### config.mk
export PLATFORM = sky130hd
export DESIGN_NAME = lss_driver
export DESIGN_NICKNAME = d
export VERILOG_FILES = /design/src/hdl/lss_driver.v
export VERILOG_INCLUDE_DIRS = /design/src /design/src/hdl
export SDC_FILE = /design/constraint.sdc
export NUM_CORES = 1
export LEC_CHECK = 0
export BUFFER_PORTS_ARGS = -buffer_cell sky130_fd_sc_hd__buf_4
export CORE_ASPECT_RATIO = 0.9
export CORE_MARGIN = 3
export CORE_UTILIZATION = 45
export DETAILED_ROUTE_END_ITERATION = 7
export HOLD_SLACK_MARGIN = 0.1
export PLACE_DENSITY = 0.63
export REMOVE_ABC_BUFFERS = 1
export SLEW_MARGIN = 20
export SYNTH_ARGS = -nofsm -noshare
export SYNTH_HDL_FRONTEND = slang
export SYNTH_SLANG_ARGS = --single-unit
### constraint.sdc
create_clock -name clk_i -period 1.2 [get_ports clk_i]
set_clock_uncertainty 0.05 [all_clocks]
set_input_delay 0.12 -clock clk_i [delete_from_list [all_inputs] [get_ports clk_i]]
set_output_delay 0.12 -clock clk_i [all_outputs]
set_load 0.01 [all_outputs]
### src/hdl/lss_consts.vh
// Purpose: Constants for the LED sink shift/latch control block
// Assumes: Included by bare name
// Notes:   Group masks select sink outputs switched together
`ifndef LSS_CONSTS_VH
`define LSS_CONSTS_VH

`define LSS_WIDTH        16
`define LSS_GRP0_MASK    16'h8181
`define LSS_GRP1_MASK    16'h4242
`define LSS_GRP2_MASK    16'h2424
`define LSS_GRP3_MASK    16'h1818
`define LSS_ALL_OFF      16'h0000
`define LSS_STAGGER_NS   20
`define LSS_CLK_NS       100
`define LSS_LATCH_IDLE   1'b0
`define LSS_BLANK_IDLE   1'b1

`endif

### src/hdl/lss_driver.v
// Purpose: Serial shift register, transparent latch, blanking and
//          staggered group switching of sixteen sink outputs
// Assumes: All inputs but nrst_i synchronous to clk_i; shift clock is sampled
// Notes:   Shift register and latch have no reset, by design
//          Only the pin-side edge detector and the output path reset
//          Group stagger is a whole number of system clocks
//          A floating pin is modelled by its driven flag
`timescale 1ns/1ps
`include "lss_consts.vh"

module lss_driver #(
  parameter WIDTH       = `LSS_WIDTH,
  parameter STAGGER_CYC = ((`LSS_STAGGER_NS + (`LSS_CLK_NS / 2)) / `LSS_CLK_NS) < 1 ? 1 :
                          ((`LSS_STAGGER_NS + (`LSS_CLK_NS / 2)) / `LSS_CLK_NS)
) (
  input  wire              clk_i,
  input  wire              nrst_i,
  input  wire              shift_clk_i,
  input  wire              serial_in_i,
  input  wire              latch_transfer_i,
  input  wire              latch_transfer_driven_i,
  input  wire              blank_i,
  input  wire              blank_driven_i,
  output wire              serial_out_o,
  output wire [WIDTH-1:0]  sink_output_o
);

  // Delay-line taps; group g switches g stagger steps after group 0
  localparam TAP0  = 0;
  localparam TAP1  = STAGGER_CYC;
  localparam TAP2  = 2 * STAGGER_CYC;
  localparam TAP3  = 3 * STAGGER_CYC;
  localparam DEPTH = TAP3 + 1;

  // Masks held at the block width so the AND terms line up
  localparam [WIDTH-1:0] MASK0 = `LSS_GRP0_MASK;
  localparam [WIDTH-1:0] MASK1 = `LSS_GRP1_MASK;
  localparam [WIDTH-1:0] MASK2 = `LSS_GRP2_MASK;
  localparam [WIDTH-1:0] MASK3 = `LSS_GRP3_MASK;

  reg              shift_clk_q_r;
  reg [WIDTH-1:0]  shift_r;
  reg [WIDTH-1:0]  shift_nxt;
  reg [WIDTH-1:0]  latch_r;
  reg [WIDTH-1:0]  latch_nxt;
  reg [WIDTH-1:0]  target;
  reg [WIDTH-1:0]  pipe_r [0:DEPTH-1];
  reg [WIDTH-1:0]  grp0_nxt;
  reg [WIDTH-1:0]  grp1_nxt;
  reg [WIDTH-1:0]  grp2_nxt;
  reg [WIDTH-1:0]  grp3_nxt;
  reg [WIDTH-1:0]  sink_nxt;
  reg [WIDTH-1:0]  sink_r;
  wire [WIDTH-1:0] tap0_w;
  wire [WIDTH-1:0] tap1_w;
  wire [WIDTH-1:0] tap2_w;
  wire [WIDTH-1:0] tap3_w;
  wire             shift_edge;
  wire             lt_eff;
  wire             blank_eff;
  integer          i;

  // Level seen inside the pin: a floating pin reads its pull level
  function pin_level;
    input driven;
    input level;
    input idle;
    begin
      pin_level = driven ? level : idle;
    end
  endfunction

  // Picks the outputs of one switching group from a delayed word
  function [WIDTH-1:0] grp_take;
    input [WIDTH-1:0] word;
    input [WIDTH-1:0] mask;
    begin
      grp_take = word & mask;
    end
  endfunction

  assign lt_eff    = pin_level(latch_transfer_driven_i, latch_transfer_i, `LSS_LATCH_IDLE);
  assign blank_eff = pin_level(blank_driven_i, blank_i, `LSS_BLANK_IDLE);

  // Limitation: shift clock must hold each level for a full system clock
  assign shift_edge = shift_clk_i & ~shift_clk_q_r;

  // Rests low like the idle shift clock, so no false shift after reset
  always @(posedge clk_i or negedge nrst_i) begin
    if (!nrst_i) begin
      shift_clk_q_r <= 1'b0;
    end else begin
      shift_clk_q_r <= shift_clk_i;
    end
  end

  always @* begin
    shift_nxt = shift_r;
    if (shift_edge) begin
      shift_nxt = {shift_r[WIDTH-2:0], serial_in_i};
    end
  end

  always @* begin
    // transparent, sees a shift in the same cycle
    if (lt_eff) begin
      latch_nxt = shift_nxt;
    end else begin
      latch_nxt = latch_r;
    end
  end

  // data registers deliberately left without reset
  always @(posedge clk_i) begin
    shift_r <= shift_nxt;
  end

  // latch likewise; host must load it before unblanking
  always @(posedge clk_i) begin
    latch_r <= latch_nxt;
  end

  assign serial_out_o = shift_r[WIDTH-1];

  always @* begin
    // otherwise each output follows its latch bit
    if (blank_eff) begin
      target = `LSS_ALL_OFF;
    end else begin
      target = latch_nxt;
    end
  end

  // Delay line feeds groups at staggered taps; resets to all off
  always @(posedge clk_i or negedge nrst_i) begin
    if (!nrst_i) begin
      for (i = 0; i < DEPTH; i = i + 1) begin
        pipe_r[i] <= `LSS_ALL_OFF;
      end
    end else begin
      pipe_r[0] <= target;
      for (i = 1; i < DEPTH; i = i + 1) begin
        pipe_r[i] <= pipe_r[i-1];
      end
    end
  end

  // Named taps keep the group wiring readable
  assign tap0_w = pipe_r[TAP0];
  assign tap1_w = pipe_r[TAP1];
  assign tap2_w = pipe_r[TAP2];
  assign tap3_w = pipe_r[TAP3];

  always @* begin
    grp0_nxt = grp_take(tap0_w, MASK0);
  end

  // second group one stagger step later
  always @* begin
    grp1_nxt = grp_take(tap1_w, MASK1);
  end

  always @* begin
    grp2_nxt = grp_take(tap2_w, MASK2);
  end

  always @* begin
    grp3_nxt = grp_take(tap3_w, MASK3);
  end

  always @* begin
    // same tap spacing for turn-on and turn-off
    sink_nxt = grp0_nxt | grp1_nxt | grp2_nxt | grp3_nxt;
  end

  // Output flop keeps the sink drive glitch-free
  // Reset clears the drive so the sinks stay off until unblanked
  always @(posedge clk_i or negedge nrst_i) begin
    if (!nrst_i) begin
      sink_r <= `LSS_ALL_OFF;
    end else begin
      sink_r <= sink_nxt;
    end
  end

  assign sink_output_o = sink_r;

endmodule
After elaboration in Yosys (flattened, before gate mapping)
Cells that the tools add are included.
- flip-flop bits (word level): 107
- output and inout port bits: 17
- word-level logic and storage cells: 18
- multiplexer cells: 5
- bitwise gates (word level): 5
- operators with widths (cell ; count):
    two-way mux 16 bit ; 3
    OR 16 x 13 -> 16 bit ; 1
    OR 16 x 14 -> 16 bit ; 1
    OR 16 x 15 -> 16 bit ; 1
    two-way mux 1 bit ; 2
    bitwise AND 1 bit ; 1
    inverter 1 bit ; 1

Logic depth before layout (Yosys ltp)
- word-level depth: 5
- gate-level depth with buffers: 5

Worst setup path after synthesis
No wires, ideal clock.
- kind: register to register
- from: reg shift_clk_q_r
- to: reg pipe_r, in the netlist tap0_w[10]
- setup time: 0.137 ns
- arrival: 1.080 ns
- required time: 1.013 ns
- path slack: -0.067 ns
- cell stages (with the launch flop): 6
- path buffers: 2
- period minus slack after synthesis: 1.267 ns
- cell sequence: dfrtp_1 nor2b_4 buf_6 buf_12 mux2i_1 a21oi_1
- cells in the longest elaborated chain, start to end: 5
- RTL lines (element ; line ; source):
    from (decl) ; lss_driver.v:41 ; reg shift_clk_q_r;
    from (signal assigned) ; lss_driver.v:93 ; shift_clk_q_r <= shift_clk_i;
    inverter 1 bit ; lss_driver.v:86 ; assign shift_edge = shift_clk_i & ~shift_clk_q_r;
    bitwise AND 1 bit ; lss_driver.v:86 ;
    two-way mux 16 bit ; lss_driver.v:99 ; if (shift_edge) begin
    two-way mux 16 bit ; lss_driver.v:106 ; if (lt_eff) begin
    two-way mux 16 bit ; lss_driver.v:127 ; if (blank_eff) begin
    net target[10] ; lss_driver.v:46 ; reg [WIDTH-1:0] target;
    to (signal, indexed assignment) ; lss_driver.v:138 ; pipe_r[i] <= `LSS_ALL_OFF;
    to (signal, indexed assignment) ; lss_driver.v:143 ; pipe_r[i] <= pipe_r[i-1];
    to (decl) ; lss_driver.v:47 ; reg [WIDTH-1:0] pipe_r [0:DEPTH-1];
The timed path passes the listed nets, and every way through them passes these cells.

Final worst setup path
- from: reg shift_clk_q_r
- to: reg pipe_r, in the netlist tap0_w[13]
The elaborated chain is that of the path after synthesis.

==> metrics <==
Post-route DRC=0; number of global-route vias before repair=1,421; syn avg cell area=13.4 µm²; GPL Wtd Cong=0.646; HP Class=in2async; via count=1,435; grt peak-use layer=met2; setup TNS=-3.48 ns; largest net degree at the start of global routing=65; Seq/Total Area, Yosys=75.8%; reg2reg start=shift_clk_q_r; post-CTS setup buffer count=0; share of cells above drive strength 1=27.1%; Final Power=7.03 mW; Detailed Route Iter0 Violations=55; final worst slack=-0.130 ns; CTS tree=built; Clk pin slew, worst setup/hold paths=0.09 ns; Ant. Diodes=0; drt wl/cell=12.4 µm; gr usage total=12.7%; synth cell count leaders=dfrtp_1 (57), a21oi_1 (32), dfxtp_1 (32); vias per cell=4.69; Synth Cell Area=2730 µm²; top-area cell type share of the netlist area=52.3%; LEAKAGE=1.60 nW; CTS H-tree lvls=3; synthesized flop and latch total=89; I/O Pins=25; critical path class=reg2reg; First-pass DRT Iterations=4; area delta synth->final=22.7%; fmax=752 MHz; Slew @ Worst Pin=0.288 ns; fillers=457; fin crit share=111%; post-synthesis cell type count=16; status=finished with violations; async set-reset flop share out of synthesis=64.0%; Detailed Route WL=3800 µm; cell count after synthesis=204; hold slack=0.112 ns; first-pass GRT wire length=6480 µm; RSZ-0062 raised after global routing=yes; biggest area consumer among synthesized cells=dfrtp_1; Synth Flop Type=dfrtp_1; Pins Over Slew Limit=0; final setup violating endpoints=48; final net count=239; peak fanout along the critical path=9; clk sinks=89; initial antenna violation count=0; Initial Util=47.4%; critical path arrival=1.50 ns; post-layout min period=1.33 ns; Worst setup EP type=flop; CTS buffer count=9; GR Util met3=3.51%; CTS Root Cell=clkbuf_8; ANT nets after route=0; r2r setup slk=-0.13 ns; DIE WIDTH=88.1 µm; failing checks=setup timing; Max Cap Viol=0; top cells by area, synth=dfrtp_1 (52%), dfxtp_1 (23%), a21oi_1 (5.9%); Slew headroom=80.8%; dpl hpwl=2300 µm; Cell Rows=26; die footprint=7030 µm²; power per cell area=2100 nW/µm²; data required time at the worst endpoint=1.37 ns; GRT met2 Usage=18.6%; GR Overflow Total=0; clk buf depth=2; CP startpoint=shift_clk_q_r; core area=5760 µm²; worst vdd ir=0.000855 V; die height=79.9 µm; count leader, synth=dfrtp_1; synthesis warning total=0; GR Util met1=16.2%; CP Launch Type=flop; Post-synth EDFFs=0; Hold Vio Cnt, Final=0; Buffers on Ports=24; Clock Latency Late Sink=0.34 ns
## what timing repair did
action	CTS	global route
pin swaps	3	2
setup endpoints to repair	48	48
hold endpoints to repair	61	0
hold buffers	3	0
resized for setup	17	9
## routing by layer
layer,share of wire [%],up-vias
li1,-,710
met1,48,689
met2,45,26
met3,4.0,10
met4,2.7,0
met5,0,-
## registers in the layout (all words and copies together), names as in the netlist
register,count
shift_clk_q_r,1
sink_output_o,16
latch_r,16
shift_r,16
tap1_w,12
tap2_w,8
tap3_w,4
tap0_w,16
## cell usage in the layout (no fill, tap or decap)
master,n
o21ai_1,1
nor2_1,16
dlygate4sd3_1,3
and2_2,1
dfxtp_1,32
clkbuf_8,9
o21ai_0,15
buf_12,4
dfrtp_1,57
bufinv_16,1
mux2i_4,10
inv_1,16
clkinv_4,3
a21oi_1,32
and2b_2,1
mux2i_2,6
clkinv_2,3
nor2b_4,1
buf_4,25
## kinds of logic (layout without fill, tap and decap cells)
logic type      count (synthesis)  after routing  share of synthesized area [%]
buf+inv                        32             64                           6.28
mux                            16             16                           5.87
flops                          89             89                           75.8
compound gates                 48             48                           8.81
simple gates                   19             19                           3.26
## critical path: stages (launching register included)
cell	delay (ns)
dfrtp_1	0.41
nor2b_4	0.18
buf_12	0.18
mux2i_2	0.28
a21oi_1	0.10
## area by class of cell
class / count / area, µm² / share of cell area [%]
sequential: 89 / 2070 / 61.8
clock inverter: 7 / 71.3 / 2.13
multi-input combinational: 83 / 638 / 19.1
tap: 70 / 87.6 / 2.62
inverter: 16 / 60.1 / 1.80
clock buffer: 9 / 124 / 3.70
timing repair buffer: 32 / 298 / 8.90
## path summary, 6_finish.rpt
kind,endpoint,cells after the start
max in group asynchronous,tap0_w[12],3
max reg2reg,tap0_w[13],4
min in group clk_i,sink_output_o[4],0
min,tap1_w[14],2
max,tap0_w[13],4
min reg2reg,sink_output_o[4],0
## where the power goes
part           switching (mW)  total [mW]  internal, mW
registers               0.406        3.99          3.58
clock network            1.02        1.98         0.962
logic                   0.498        1.06         0.558
total                    1.92        7.03          5.10
## per-stage QoR
stage	cell area [µm²]	std cells	util (%)	setup slack, ns
global route	3350	306	58.1	-0.189
floorplan	2620	188	-	-0.412
global placement	2970	287	51.6	-0.0840
detailed placement	2970	287	51.6	-0.157
CTS	3290	306	57.2	-0.111
finish	3350	306	58.1	-0.130
No activity file was read; power rests on OpenSTA's default activity.
